<file path="src/inc/mrr_defines.svh">
// register indices, field positions, reset values and timing counts of the meter result bank
// assumes a 4 ns system clock and that the compute engine runs on that clock
//
// How it works
// - squared current sums per phase from engine, zeroed under creep
// - per-phase current residue difference, this minus previous
// - neutral residue difference, scaled by two to -10
// - accumulate squared sum of three currents
// - three 9-bit load angles packed A,B,C, A highest
// - load angle one degree, positive means lagging
// - engine-only mode blanks post-processed results
// - rms results only in upper sixteen bits
// - A-to-C angle low, A-to-B angle high
// - selected line frequency in upper half-word
// - count zero crossings of selected phase
// - real, reactive, apparent energy of last interval
// - creep threshold zeroes squared current, real and reactive energy
// - sag alarm after dwell count samples low
// - dwell count range 1..32767, defaults to 80
// - one dwell count equals one 397 us sample
// - squared voltage sums per phase, straight from engine
// - peak must beat threshold every dwell window
`ifndef MRR_DEFINES_SVH
`define MRR_DEFINES_SVH

// ----------------------------------------
// register indices
// ----------------------------------------
`define MRR_REAL_ENERGY_A 7'h00
`define MRR_REAL_ENERGY_B 7'h01
`define MRR_REAL_ENERGY_C 7'h02
`define MRR_REACTIVE_ENERGY_A 7'h03
`define MRR_REACTIVE_ENERGY_B 7'h04
`define MRR_REACTIVE_ENERGY_C 7'h05
`define MRR_APPARENT_ENERGY_A 7'h06
`define MRR_APPARENT_ENERGY_B 7'h07
`define MRR_APPARENT_ENERGY_C 7'h08
`define MRR_RMS_VOLTAGE_A 7'h09
`define MRR_RMS_VOLTAGE_B 7'h0A
`define MRR_RMS_VOLTAGE_C 7'h0B
`define MRR_RMS_CURRENT_A 7'h0C
`define MRR_RMS_CURRENT_B 7'h0D
`define MRR_RMS_CURRENT_C 7'h0E
`define MRR_LOAD_ANGLE_ALL_PHASES 7'h0F
`define MRR_LINE_TO_LINE_ANGLES 7'h10
`define MRR_LINE_FREQ_AND_TEMP_OFFSET 7'h11
`define MRR_NO_LOAD_THRESHOLD 7'h1D
`define MRR_VOLTAGE_DIP_CONFIG 7'h2E
`define MRR_ZERO_CROSSING_COUNT 7'h35
`define MRR_SQUARED_CURRENT_SUM_A 7'h39
`define MRR_SQUARED_CURRENT_SUM_B 7'h3A
`define MRR_SQUARED_CURRENT_SUM_C 7'h3B
`define MRR_SQUARED_NEUTRAL_SUM 7'h3C
`define MRR_SQUARED_VOLTAGE_SUM_A 7'h3D
`define MRR_SQUARED_VOLTAGE_SUM_B 7'h3E
`define MRR_SQUARED_VOLTAGE_SUM_C 7'h3F
`define MRR_SQUARED_CURRENT_RESIDUE_A 7'h4A
`define MRR_SQUARED_CURRENT_RESIDUE_B 7'h4B
`define MRR_SQUARED_CURRENT_RESIDUE_C 7'h4C
`define MRR_SQUARED_NEUTRAL_RESIDUE 7'h4D

// ----------------------------------------
// fields and reset values
// ----------------------------------------
`define MRR_RESIDUE_BITS 10
`define MRR_DIP_COUNT_RESET 16'h0050
`define MRR_DIP_COUNT_MAX 16'h7FFF
`define MRR_THRESHOLD_RESET 32'h0000_0000

// ----------------------------------------
// timing
// ----------------------------------------
`define MRR_CLOCK_PERIOD_NS 4
`define MRR_SAMPLE_PERIOD_US 397
`define MRR_SAMPLE_CYCLES ((`MRR_SAMPLE_PERIOD_US * 1000) / `MRR_CLOCK_PERIOD_NS)

`endif

</file>
<file path="src/inc/mrr_pkg.sv">
// types shared by the meter result bank
// assumes the defines header is compiled alongside
`default_nettype none

package mrr_pkg;
  typedef logic [31:0] mrr_word_t;
  typedef logic [6:0] mrr_index_t;
  typedef logic [15:0] mrr_half_t;
endpackage

`default_nettype wire

</file>
<file path="src/core/mrr_result_regs.sv">
// meter result register bank: latches per-interval engine results, computes
// neutral sums, residue differences, zero crossings and sag dwell
// assumes engine inputs are synchronous to clock and held stable with their strobes
`include "mrr_defines.svh"
`default_nettype none

module mrr_result_regs #(
  parameter int SAMPLE_CYCLES = `MRR_SAMPLE_CYCLES
) (
  // clock, reset, enable
  input wire logic clock,
  input wire logic rst_b,
  input wire logic ce,
  // host register port
  input wire mrr_pkg::mrr_index_t reg_index,
  input wire logic reg_rd,
  input wire logic reg_wr,
  input wire mrr_pkg::mrr_word_t reg_wdata,
  output mrr_pkg::mrr_word_t reg_rdata,
  output logic reg_rvalid,
  output logic write_ignored,
  // configuration
  input wire logic engine_only,
  input wire logic [1:0] freq_select,
  // engine interval results
  input wire logic interval_end,
  input wire logic [2:0][31:0] real_in,
  input wire logic [2:0][31:0] reactive_in,
  input wire logic [2:0][31:0] apparent_in,
  input wire logic [2:0][15:0] rms_volt_in,
  input wire logic [2:0][15:0] rms_cur_in,
  input wire logic [2:0][31:0] isq_sum_in,
  input wire logic [2:0][9:0] isq_residue_in,
  input wire logic [2:0][31:0] vsq_sum_in,
  input wire logic [2:0][8:0] load_angle_in,
  input wire logic [15:0] angle_a_to_c_in,
  input wire logic [15:0] angle_a_to_b_in,
  input wire logic [15:0] frequency_in,
  input wire logic [15:0] temp_offset_in,
  // engine samples
  input wire logic sample_valid,
  input wire logic [2:0][15:0] cur_sample,
  input wire logic [2:0][15:0] volt_sample,
  input wire logic [15:0] peak_volt_in,
  // alarm
  output logic sag_alarm
);

  // ----------------------------------------
  // held results
  // ----------------------------------------
  logic [2:0][31:0] real_r, reactive_r, apparent_r, isq_r, vsq_r, ifract_r;
  logic [2:0][15:0] rms_volt_r, rms_cur_r;
  logic [2:0][9:0] ires_prev_r;
  logic [2:0][8:0] angle_r;
  logic [15:0] a_to_c_r, a_to_b_r, freq_r, temp_r;
  logic [31:0] nsum_r, nfract_r, zc_count_r;
  logic [31:0] no_load_threshold_r;
  logic [31:0] dip_config_r;
  logic [41:0] nacc_r;
  logic [31:0] zc_run_r;
  logic zc_sign_r;
  logic [31:0] tick_cnt_r;
  logic [15:0] dip_run_r;
  mrr_pkg::mrr_word_t rdata_nxt;
  logic rd_hit;

  // ----------------------------------------
  // creep suppression per phase
  // ----------------------------------------
  logic [2:0] creep;
  logic [2:0][31:0] real_abs, reactive_abs;
  genvar g;
  generate
    for (g = 0; g < 3; g++) begin : g_creep
      assign real_abs[g] = real_in[g][31] ? 32'(-real_in[g]) : real_in[g];
      assign reactive_abs[g] = reactive_in[g][31] ? 32'(-reactive_in[g]) : reactive_in[g];
      assign creep[g] = (real_abs[g] < no_load_threshold_r) && (reactive_abs[g] < no_load_threshold_r);
    end
  endgenerate

  // ----------------------------------------
  // neutral current square
  // ----------------------------------------
  logic signed [17:0] nsum_sample;
  logic [35:0] nsq_sample;
  logic [41:0] nacc_nxt;
  logic [9:0] nres_prev_r;
  assign nsum_sample = 18'(signed'(cur_sample[0])) + 18'(signed'(cur_sample[1])) + 18'(signed'(cur_sample[2]));
  // widen before the product: a self-sized 18-bit product would drop the top of the square
  assign nsq_sample = 36'(36'(nsum_sample) * 36'(nsum_sample));
  // headroom for only about 455 full-scale samples per interval
  assign nacc_nxt = nacc_r + 42'(nsq_sample);

  // ----------------------------------------
  // zero crossings of the selected phase
  // ----------------------------------------
  logic sel_sign, zc_edge;
  assign sel_sign = (freq_select == 2'h1) ? volt_sample[1][15] :
                    (freq_select == 2'h2) ? volt_sample[2][15] : volt_sample[0][15];
  // sign bit only, so noise around zero can add crossings
  assign zc_edge = sample_valid && (sel_sign != zc_sign_r);

  // ----------------------------------------
  // sag dwell on the sample tick
  // ----------------------------------------
  logic tick;
  logic [15:0] dip_count, dip_thr, dip_run_nxt;
  assign tick = (tick_cnt_r == 32'(SAMPLE_CYCLES - 1));
  assign dip_count = dip_config_r[15:0];
  assign dip_thr = dip_config_r[31:16];
  // count 0 holds the alarm low instead of firing at once
  // saturating so a long dip does not wrap and clear the alarm
  assign dip_run_nxt = (peak_volt_in > dip_thr) ? 16'h0000 :
                       (dip_run_r == `MRR_DIP_COUNT_MAX) ? dip_run_r : 16'(dip_run_r + 16'h0001);

  // ----------------------------------------
  // host write decode
  // ----------------------------------------
  logic wr_thr, wr_dip;
  assign wr_thr = reg_wr && (reg_index == `MRR_NO_LOAD_THRESHOLD);
  assign wr_dip = reg_wr && (reg_index == `MRR_VOLTAGE_DIP_CONFIG);
  logic wr_refused;
  assign wr_refused = reg_wr && !wr_thr && !wr_dip;

  always_ff @(posedge clock or negedge rst_b) begin
    if (!rst_b) begin
      no_load_threshold_r <= `MRR_THRESHOLD_RESET;
      dip_config_r <= {16'h0000, `MRR_DIP_COUNT_RESET};
      write_ignored <= 1'b0;
    end else if (ce) begin
      if (wr_thr) begin
        no_load_threshold_r <= reg_wdata;
      end
      if (wr_dip) begin
        dip_config_r <= reg_wdata;
      end
      write_ignored <= wr_refused;
    end
  end

  // ----------------------------------------
  // interval latch: every result moves on the same edge
  // ----------------------------------------
  always_ff @(posedge clock or negedge rst_b) begin
    if (!rst_b) begin
      real_r <= '0;
      reactive_r <= '0;
      apparent_r <= '0;
      isq_r <= '0;
      vsq_r <= '0;
      ifract_r <= '0;
      ires_prev_r <= '0;
      rms_volt_r <= '0;
      rms_cur_r <= '0;
      angle_r <= '0;
      a_to_c_r <= 16'h0000;
      a_to_b_r <= 16'h0000;
      freq_r <= 16'h0000;
      temp_r <= 16'h0000;
    end else if (ce && interval_end) begin
      for (int p = 0; p < 3; p++) begin
        real_r[p] <= creep[p] ? 32'h0000_0000 : real_in[p];
        reactive_r[p] <= creep[p] ? 32'h0000_0000 : reactive_in[p];
        apparent_r[p] <= apparent_in[p];
        isq_r[p] <= creep[p] ? 32'h0000_0000 : isq_sum_in[p];
        vsq_r[p] <= vsq_sum_in[p];
        ifract_r[p] <= 32'(signed'({1'b0, isq_residue_in[p]}) - signed'({1'b0, ires_prev_r[p]}));
        ires_prev_r[p] <= isq_residue_in[p];
        rms_volt_r[p] <= rms_volt_in[p];
        rms_cur_r[p] <= rms_cur_in[p];
        angle_r[p] <= load_angle_in[p];
      end
      a_to_c_r <= angle_a_to_c_in;
      a_to_b_r <= angle_a_to_b_in;
      freq_r <= frequency_in;
      temp_r <= temp_offset_in;
    end
  end

  // ----------------------------------------
  // neutral accumulation and zero-crossing count
  // ----------------------------------------
  always_ff @(posedge clock or negedge rst_b) begin
    if (!rst_b) begin
      nacc_r <= '0;
      nsum_r <= 32'h0000_0000;
      nfract_r <= 32'h0000_0000;
      nres_prev_r <= 10'h000;
      zc_run_r <= 32'h0000_0000;
      zc_count_r <= 32'h0000_0000;
      zc_sign_r <= 1'b0;
    end else if (ce) begin
      if (sample_valid) begin
        zc_sign_r <= sel_sign;
      end
      if (interval_end) begin
        // a sample in the boundary cycle opens the new interval
        nacc_r <= sample_valid ? 42'(nsq_sample) : '0;
        nsum_r <= nacc_r[41:`MRR_RESIDUE_BITS];
        nfract_r <= 32'(signed'({1'b0, nacc_r[9:0]}) - signed'({1'b0, nres_prev_r}));
        nres_prev_r <= nacc_r[9:0];
        zc_count_r <= zc_run_r;
        zc_run_r <= zc_edge ? 32'h0000_0001 : 32'h0000_0000;
      end else begin
        if (sample_valid) begin
          nacc_r <= nacc_nxt;
        end
        if (zc_edge) begin
          zc_run_r <= 32'(zc_run_r + 32'h0000_0001);
        end
      end
    end
  end

  // ----------------------------------------
  // sag detection
  // ----------------------------------------
  always_ff @(posedge clock or negedge rst_b) begin
    if (!rst_b) begin
      tick_cnt_r <= 32'h0000_0000;
      dip_run_r <= 16'h0000;
      sag_alarm <= 1'b0;
    end else if (ce) begin
      tick_cnt_r <= tick ? 32'h0000_0000 : 32'(tick_cnt_r + 32'h0000_0001);
      if (tick) begin
        dip_run_r <= dip_run_nxt;
        sag_alarm <= (dip_count != 16'h0000) && (dip_run_nxt >= dip_count);
      end
    end
  end

  // ----------------------------------------
  // post-processed results as seen by the host
  // ----------------------------------------
  // blanked on read only, so leaving engine-only mode shows the held values again
  logic [2:0][31:0] apparent_view, rms_volt_view, rms_cur_view;
  logic [31:0] angle_view;
  generate
    for (g = 0; g < 3; g++) begin : g_view
      assign apparent_view[g] = engine_only ? 32'h0000_0000 : apparent_r[g];
      assign rms_volt_view[g] = engine_only ? 32'h0000_0000 : {rms_volt_r[g], 16'h0000};
      assign rms_cur_view[g] = engine_only ? 32'h0000_0000 : {rms_cur_r[g], 16'h0000};
    end
  endgenerate
  assign angle_view = engine_only ? 32'h0000_0000 : {5'h00, angle_r[0], angle_r[1], angle_r[2]};

  // ----------------------------------------
  // read decode; reads change nothing but the read data
  // ----------------------------------------
  always_comb begin
    rdata_nxt = 32'h0000_0000;
    rd_hit = 1'b1;
    if (reg_index == `MRR_REAL_ENERGY_A) begin
      rdata_nxt = real_r[0];
    end else if (reg_index == `MRR_REAL_ENERGY_B) begin
      rdata_nxt = real_r[1];
    end else if (reg_index == `MRR_REAL_ENERGY_C) begin
      rdata_nxt = real_r[2];
    end else if (reg_index == `MRR_REACTIVE_ENERGY_A) begin
      rdata_nxt = reactive_r[0];
    end else if (reg_index == `MRR_REACTIVE_ENERGY_B) begin
      rdata_nxt = reactive_r[1];
    end else if (reg_index == `MRR_REACTIVE_ENERGY_C) begin
      rdata_nxt = reactive_r[2];
    end else if (reg_index == `MRR_APPARENT_ENERGY_A) begin
      rdata_nxt = apparent_view[0];
    end else if (reg_index == `MRR_APPARENT_ENERGY_B) begin
      rdata_nxt = apparent_view[1];
    end else if (reg_index == `MRR_APPARENT_ENERGY_C) begin
      rdata_nxt = apparent_view[2];
    end else if (reg_index == `MRR_RMS_VOLTAGE_A) begin
      rdata_nxt = rms_volt_view[0];
    end else if (reg_index == `MRR_RMS_VOLTAGE_B) begin
      rdata_nxt = rms_volt_view[1];
    end else if (reg_index == `MRR_RMS_VOLTAGE_C) begin
      rdata_nxt = rms_volt_view[2];
    end else if (reg_index == `MRR_RMS_CURRENT_A) begin
      rdata_nxt = rms_cur_view[0];
    end else if (reg_index == `MRR_RMS_CURRENT_B) begin
      rdata_nxt = rms_cur_view[1];
    end else if (reg_index == `MRR_RMS_CURRENT_C) begin
      rdata_nxt = rms_cur_view[2];
    end else if (reg_index == `MRR_LOAD_ANGLE_ALL_PHASES) begin
      rdata_nxt = angle_view;
    end else if (reg_index == `MRR_LINE_TO_LINE_ANGLES) begin
      rdata_nxt = {a_to_b_r, a_to_c_r};
    end else if (reg_index == `MRR_LINE_FREQ_AND_TEMP_OFFSET) begin
      rdata_nxt = {freq_r, temp_r};
    end else if (reg_index == `MRR_NO_LOAD_THRESHOLD) begin
      rdata_nxt = no_load_threshold_r;
    end else if (reg_index == `MRR_VOLTAGE_DIP_CONFIG) begin
      rdata_nxt = dip_config_r;
    end else if (reg_index == `MRR_ZERO_CROSSING_COUNT) begin
      rdata_nxt = zc_count_r;
    end else if (reg_index == `MRR_SQUARED_CURRENT_SUM_A) begin
      rdata_nxt = isq_r[0];
    end else if (reg_index == `MRR_SQUARED_CURRENT_SUM_B) begin
      rdata_nxt = isq_r[1];
    end else if (reg_index == `MRR_SQUARED_CURRENT_SUM_C) begin
      rdata_nxt = isq_r[2];
    end else if (reg_index == `MRR_SQUARED_NEUTRAL_SUM) begin
      rdata_nxt = nsum_r;
    end else if (reg_index == `MRR_SQUARED_VOLTAGE_SUM_A) begin
      rdata_nxt = vsq_r[0];
    end else if (reg_index == `MRR_SQUARED_VOLTAGE_SUM_B) begin
      rdata_nxt = vsq_r[1];
    end else if (reg_index == `MRR_SQUARED_VOLTAGE_SUM_C) begin
      rdata_nxt = vsq_r[2];
    end else if (reg_index == `MRR_SQUARED_CURRENT_RESIDUE_A) begin
      rdata_nxt = ifract_r[0];
    end else if (reg_index == `MRR_SQUARED_CURRENT_RESIDUE_B) begin
      rdata_nxt = ifract_r[1];
    end else if (reg_index == `MRR_SQUARED_CURRENT_RESIDUE_C) begin
      rdata_nxt = ifract_r[2];
    end else if (reg_index == `MRR_SQUARED_NEUTRAL_RESIDUE) begin
      rdata_nxt = nfract_r;
    end else begin
      rd_hit = 1'b0;
    end
  end

  // ----------------------------------------
  // read answer
  // ----------------------------------------
  // unmapped indices answer zero so a host probe is harmless
  mrr_pkg::mrr_word_t rd_word;
  assign rd_word = rd_hit ? rdata_nxt : 32'h0000_0000;

  always_ff @(posedge clock or negedge rst_b) begin
    if (!rst_b) begin
      reg_rdata <= 32'h0000_0000;
      reg_rvalid <= 1'b0;
    end else if (ce) begin
      reg_rvalid <= reg_rd;
      if (reg_rd) begin
        reg_rdata <= rd_word;
      end
    end
  end

endmodule // mrr_result_regs

`default_nettype wire

</file>
<file path="config.mk">
export PLATFORM = sky130hd
export DESIGN_NAME = mrr_result_regs
export DESIGN_NICKNAME = d
export VERILOG_FILES = /design/src/inc/mrr_pkg.sv /design/src/core/mrr_result_regs.sv
export VERILOG_INCLUDE_DIRS = /design/src /design/src/inc
export SDC_FILE = /design/constraint.sdc
export NUM_CORES = 2
export LEC_CHECK = 0
export ABC_CLOCK_PERIOD_IN_PS = 10000
export BUFFER_PORTS_ARGS = -buffer_cell sky130_fd_sc_hd__buf_2
export CELL_PAD_IN_SITES_DETAIL_PLACEMENT = 0
export CELL_PAD_IN_SITES_GLOBAL_PLACEMENT = 1
export CORE_ASPECT_RATIO = 0.7
export CORE_MARGIN = 2
export CORE_UTILIZATION = 48
export CTS_CLUSTER_SIZE = 25
export DETAILED_ROUTE_END_ITERATION = 8
export PLACE_DENSITY = 0.85
export SYNTH_ARGS = -nofsm -noshare
export SYNTH_HDL_FRONTEND = slang
export SYNTH_SLANG_ARGS = --single-unit
</file>
<file path="constraint.sdc">
create_clock -name clock -period 10 [get_ports clock]
set_input_delay 0.5 -clock clock [delete_from_list [all_inputs] [get_ports clock]]
set_output_delay 0.5 -clock clock [all_outputs]
set_load 0.01 [all_outputs]
</file>
# Word level (Yosys, flattened, before mapping)
# Cells that the tools add are included.
dict set report totals {
  in_bits 858
  register_bits 1121
}
dict set report classes {
  order_cmp 8
  n_reduce_logical 24
  mux 101
  eq_ne 36
  multipliers 1
  add_sub_neg 16
}
# cell n
set ops {}
lappend ops {{$mux W32} 60}
lappend ops {{$lt A32 B32 Y1} 6}
lappend ops {{$neg A32 Y32} 6}
lappend ops {{$mux W42} 2}
lappend ops {{$add A32 B1 Y32 const B} 2}
lappend ops {{$eq A7 B6 Y1 const B} 9}
lappend ops {{$eq A7 B4 Y1 const B} 8}
lappend ops {{$sub A10 B10 Y11} 4}
lappend ops {{$add A42 B36 Y42} 1}
lappend ops {{$mul A18 B18 Y36} 1}
lappend ops {{$mux W36} 1}
lappend ops {{$mux W1} 35}
lappend ops {{$eq A32 B17 Y1 const B} 1}
lappend ops {{$mux W16} 2}
lappend ops {{$eq A7 B3 Y1 const B} 4}
lappend ops {{$eq A7 B7 Y1 const B} 4}
lappend ops {{$mux W27} 1}
lappend ops {{$eq A7 B5 Y1 const B} 3}
lappend ops {{$add A17 B16 Y18} 1}
lappend ops {{$add A16 B16 Y17} 1}
lappend ops {{$add A16 B1 Y16 const B} 1}
lappend ops {{$eq A16 B15 Y1 const B} 1}
lappend ops {{$ge A16 B16 Y1} 1}
lappend ops {{$gt A16 B16 Y1} 1}
lappend ops {{11 further kinds} 30}

# Logic depth before layout (Yosys ltp)
dict set report depth {
  word_depth 34
  ltp_mapped 45
}

# Worst setup path before layout
# OpenSTA, ideal clock, no wires.
dict set report synth_path {
  path_kind {input-to-reg}
  start {input cur_sample[1] in the netlist's numbering}
  end {register nacc_r[36]}
  path_buffers 1
  t_arrival_ps 10655
  slack_ps -775
  cell_stages 38
  cell_sequence {inv_1 > fa_1 > inv_1 > ha_1 > fa_1 > a211oi_1 > o21ai_0 > a41oi_1 > o21ai_0 > a31o_2 > a21oi_1 > nor2b_1 > o31a_1 > inv_1 > buf_1 > nand2_1 > fa_1 > fa_1 > [2 not listed] > fa_1 > fa_1 > fa_1 > ha_1 > a21o_1 > a21oi_1 > nor2b_1 > a311oi_1 > o21ai_0 > xor2_1 > ha_1 > a21oi_1 > o21ai_0 > a221o_1 > or3_1 > o22ai_1 > o21ai_0 > a31o_2}
}
dict set report synth_via {
  elab_chain_cells 6
}
# element line
set synth_lines {}
lappend synth_lines {{start, declared} mrr_result_regs.sv:42} ;# input wire logic [2:0][15:0] cur_sample,
lappend synth_lines {{$add A16 B16 Y17} mrr_result_regs.sv:89} ;# assign nsum_sample = 18'(signed'(cur_sample[0])) + 18'(signed'(cur_sample[1])) + 18'(signed'(cur_sample[2]));
lappend synth_lines {{$add A17 B16 Y18} mrr_result_regs.sv:89}
lappend synth_lines {{$mul A18 B18 Y36} mrr_result_regs.sv:91} ;# assign nsq_sample = 36'(36'(nsum_sample) * 36'(nsum_sample));
lappend synth_lines {{$add A42 B36 Y42} mrr_result_regs.sv:93} ;# assign nacc_nxt = nacc_r + 42'(nsq_sample);
lappend synth_lines {{$mux W42} mrr_result_regs.sv:206} ;# if (sample_valid) begin
lappend synth_lines {{$mux W42} mrr_result_regs.sv:197} ;# if (interval_end) begin
lappend synth_lines {{end signal, assigned} mrr_result_regs.sv:199} ;# nacc_r <= sample_valid ? 42'(nsq_sample) : '0;
lappend synth_lines {{end signal, assigned} mrr_result_regs.sv:207} ;# nacc_r <= nacc_nxt;
lappend synth_lines {{end, declared} mrr_result_regs.sv:60} ;# logic [41:0] nacc_r;
# Every way passes these cells. The select of a mux whose other input is x is not followed.
# A chain may end at the register's enable or synchronous reset.

# Worst setup path in the final report
dict set report layout_path {
  start {input cur_sample[33] in the netlist's numbering}
  end {register nacc_r[34]}
}
dict set report layout_via {
  elab_chain_cells 5
  word_cells_on_any_way 6
}
# element line
set layout_lines {}
lappend layout_lines {{$add A17 B16 Y18 *} mrr_result_regs.sv:89}
lappend layout_lines {{$mul A18 B18 Y36 *} mrr_result_regs.sv:91}
lappend layout_lines {{$add A42 B36 Y42} mrr_result_regs.sv:93}
lappend layout_lines {{$mux W42} mrr_result_regs.sv:206}
lappend layout_lines {{$mux W42 *} mrr_result_regs.sv:197}
# Every way passes the cells marked *; elsewhere a longest branch is shown, timed or not. The select of a mux whose other input is x is not followed.

==> qor.yml <==
clock_tree:
  clock_sinks: 1037
  clock_path_buffers: 3
  clock_latency_ns: 0.79
  cts_tree: "done"
  htree_levels: 3
  clkTransAtPathRegs_ns: 0.06
  numCtsBuffers: 106
  root_buffer: "clkbuf_16"
place:
  dpl.cell_count: 11200
  place_ws_ns: -1.03
  port_buffers: 847
  place_hpwl_mm: 261
  gp_congestion: 1.05
global_routing:
  grt_max_degree: 229
  gr-usage-met2: 0.575
  grt_pass1_wl_mm: 487
  top_usage_layer: "met1"
  met1_usage: 0.615
  use_met3: 0.169
  grt_pass1_vias: 69400
  grt_usage: 0.443
  grt_antenna_before_repair: 74
  grt-ovfl-total: 0
setup_path:
  r2r-start: "no_load_threshold_r[1]"
  critPathTopFamily: "adder cells"
  crit_slowest_cell: "fa_1"
  critPathArrivalTime_ns: 10.33
  critPathLaunchType: "input port"
  path_max_fanout: 5
  cpPeakStageDelay_ns: 0.59
  r2r_end: "isq_r[70]"
  required_ns: 10.65
  critPathCaptureType: "flip-flop"
  path_class: "input port to flip-flop"
  cp_common_cell: "fa_1"
  crit_buf_inv: 10
  r2r_slack_ns: 4.70
  reg2reg_depth: 12
layout:
  fin_nets: 11400
  areaGrowthSynthToFinish_pct: 24.8
  final_cells: 11900
  nFillCells: 12800
  drive_gt1_frac: 0.167
  fin_util: 0.605
die:
  dieArea_um2: 151000
  num_rows: 117
  coreArea_um2: 146000
  initial_core_util: 0.485
  die_height_um: 325
  die_w_um: 463
  ios: 893
sta:
  setup_viol: 0
  tightest_slew_ns: 1.47
  max_slew_margin: -0.00576
  hold_violations: 0
  fin_hold_ws_ns: 0.0184
  min_period_ns: 9.68
  final-max-slew-violation-count: 1
  max_freq_mhz: 103
  layout_setup_ws_ns: 0.317
  period_share: 0.968
  clock_skew_ns: 0.0566
status:
  violations: "capacitance limit, slew limit"
  status: "complete, but fails checks"
logic_synthesis:
  yosys-top-cells-area: "dfrtp_1 (37%), nand2_1 (13%), fa_1 (9.0%)"
  synth_compound_area_frac: 0.163
  synthSimpleGateAreaFrac: 0.201
  ys_seq_area_frac: 0.367
  synth-xor-area-share: 0.0428
  yosys_most_used_dff: "dfrtp_1"
  synth_cells: 8381
  synth.most_common_cell: "nand2_1"
  synth_largest_area_cell: "dfrtp_1"
  syn-num-nets: 9981
  ys_async_sr_fraction: 1.00
  synth_edf_count: 0
  synthAdderAreaFrac: 0.165
  ys_top_cells_by_count: "nand2_1 (2,396), dfrtp_1 (1,035), a21oi_1 (578)"
  syn_area_um2: 70800
  yosysWarnings: 0
  yosys.area.top_type_share: 0.366
  synth_top_family_by_area: "simple AND/OR/NAND/NOR gates"
  synth_seq_cells: 1037
  synth_cell_types: 83
  synth_mux_area_frac: 0.00889
  postSynthAreaPerCell_um2: 8.45
drt:
  drt_first_pass_iters: 7
  drtIter0Drc: 10300
  ant_nets: 0
  drc: 0
  viasPerCell: 6.08
  wl_mm: 342
  post_drt_wl_per_cell_um: 28.8
  vias: 72300
worst_hold_path:
  holdPathStages: 3
  hold_end: "isq_r[14]"
  worstHoldStart: "isq_sum_in[14]"
  worstHoldPathType: "input port to flip-flop"
job:
  maxCapViolations: 1
[worst max-delay path by stage]
stage,endpoint,cells past startpoint,slack [ns],startpoint
2_1_floorplan,nacc_r[34],41,0.03,cur_sample[1]
3_3_place_gp,nacc_r[41],43,-0.88,cur_sample[1]
3_5_place_dp,nacc_r[41],43,-1.03,cur_sample[1]
4_1_cts,nacc_r[41],46,0.01,cur_sample[1]
5_1_grt,nacc_r[34],44,-0.07,cur_sample[4]
6_report,nacc_r[34],42,0.32,cur_sample[33]
[stage by stage]
stage / TNS (ns) / area, um2
after detailed placement: -15.19 / 79600
final: 0 / 88300
after CTS: 0 / 87600
after floorplan: 0 / 70800
after global placement: -13.20 / 79600
after global routing: -0.377 / 88300
[routing by layer]
layer / vias to the layer above / share of wire / routed length [um]
li1: 31300 / - / -
met2: 4788 / 0.38 / 129000
met5: - / 0.00088 / 302
met4: 44 / 0.074 / 25300
met1: 35300 / 0.40 / 138000
met3: 966 / 0.14 / 49100
[state kept, by name, indices dropped and copies added (netlist names), 33 cells and up]
signal / flops
rms_cur_r: 48
vsq_r: 96
apparent_r: 96
reactive_r: 96
isq_r: 96
real_r: 96
nacc_r: 42
rms_volt_r: 48
ifract_r: 33
[worst register-to-register path: cells and delay by family, from the launching register on]
kind / cells / cell delay (ns)
buffers and inverters: 3 / 2.16
DFF: 1 / 0.54
AOI/OAI and AO/OA: 8 / 2.08
adders and majority gates: 1 / 0.37
[timing repair]
action	4_1_cts	5_1_grt
hold endpoints to repair	555	0
pin swaps	3	64
buffers inserted	0	17
endpoints found under the setup margin	10	21
gates cloned	0	1
hold buffers	440	0
gates resized for setup	9	99
[cells in the final DEF, fill, tap and decap left out, types with 42 or more instances in the layout]
| cell | netlist | routed |
|---|---|---|
| nand2_1 | 2396 | 2394 |
| dfrtp_1 | 1035 | 1035 |
| buf_2 | 1 | 845 |
| inv_1 | 575 | 569 |
| a21oi_1 | 578 | 559 |
| buf_4 | 0 | 453 |
| dlygate4sd3_1 | 0 | 440 |
| o21ai_0 | 433 | 421 |
| ha_1 | 423 | 417 |
| fa_1 | 319 | 315 |
| nor2_1 | 325 | 305 |
| xnor2_1 | 281 | 275 |
| nand3_1 | 121 | 121 |
| clkbuf_16 | 0 | 107 |
| a21o_1 | 95 | 95 |
| a22oi_1 | 89 | 88 |
| o31ai_1 | 81 | 81 |
| nor3_1 | 80 | 68 |
| xor2_1 | 65 | 64 |
| nand2b_1 | 62 | 62 |
| nand4_1 | 56 | 56 |
| nor2b_1 | 54 | 54 |
| or3_1 | 55 | 54 |
| a221oi_1 | 54 | 53 |
| o22ai_1 | 54 | 53 |
| mux2i_1 | 46 | 46 |
| a211oi_1 | 49 | 45 |
| and2_1 | 46 | 42 |
[kinds of logic (layout without fill, tap and decap cells)]
group | after synthesis | count (layout)
adders and majority gates | 742 | 742
buffers and inverters | 1001 | 2527
muxes | 61 | 61
other | 0 | 32
and+or+nand+nor | 3372 | 3372
xor gates and xnor gates | 346 | 346
AOI/OAI and AO/OA | 1822 | 1822
DFF | 1037 | 1037
[cell type report]
class,instances,area [um2],area share
clock buffers,160,3110,0.0352
multi-input cells,6343,41700,0.472
well taps,1963,2460,0.0278
repair buffers,1753,12300,0.139
flip-flops and latches,1037,26000,0.294
clock inverters,36,533,0.00604
inverters,578,2170,0.0246
diodes,32,80.1,0.000907
Power is left out: the tool's default activity adds up to more than one toggle a clock period on the data nets, which glitch-free logic cannot reach.
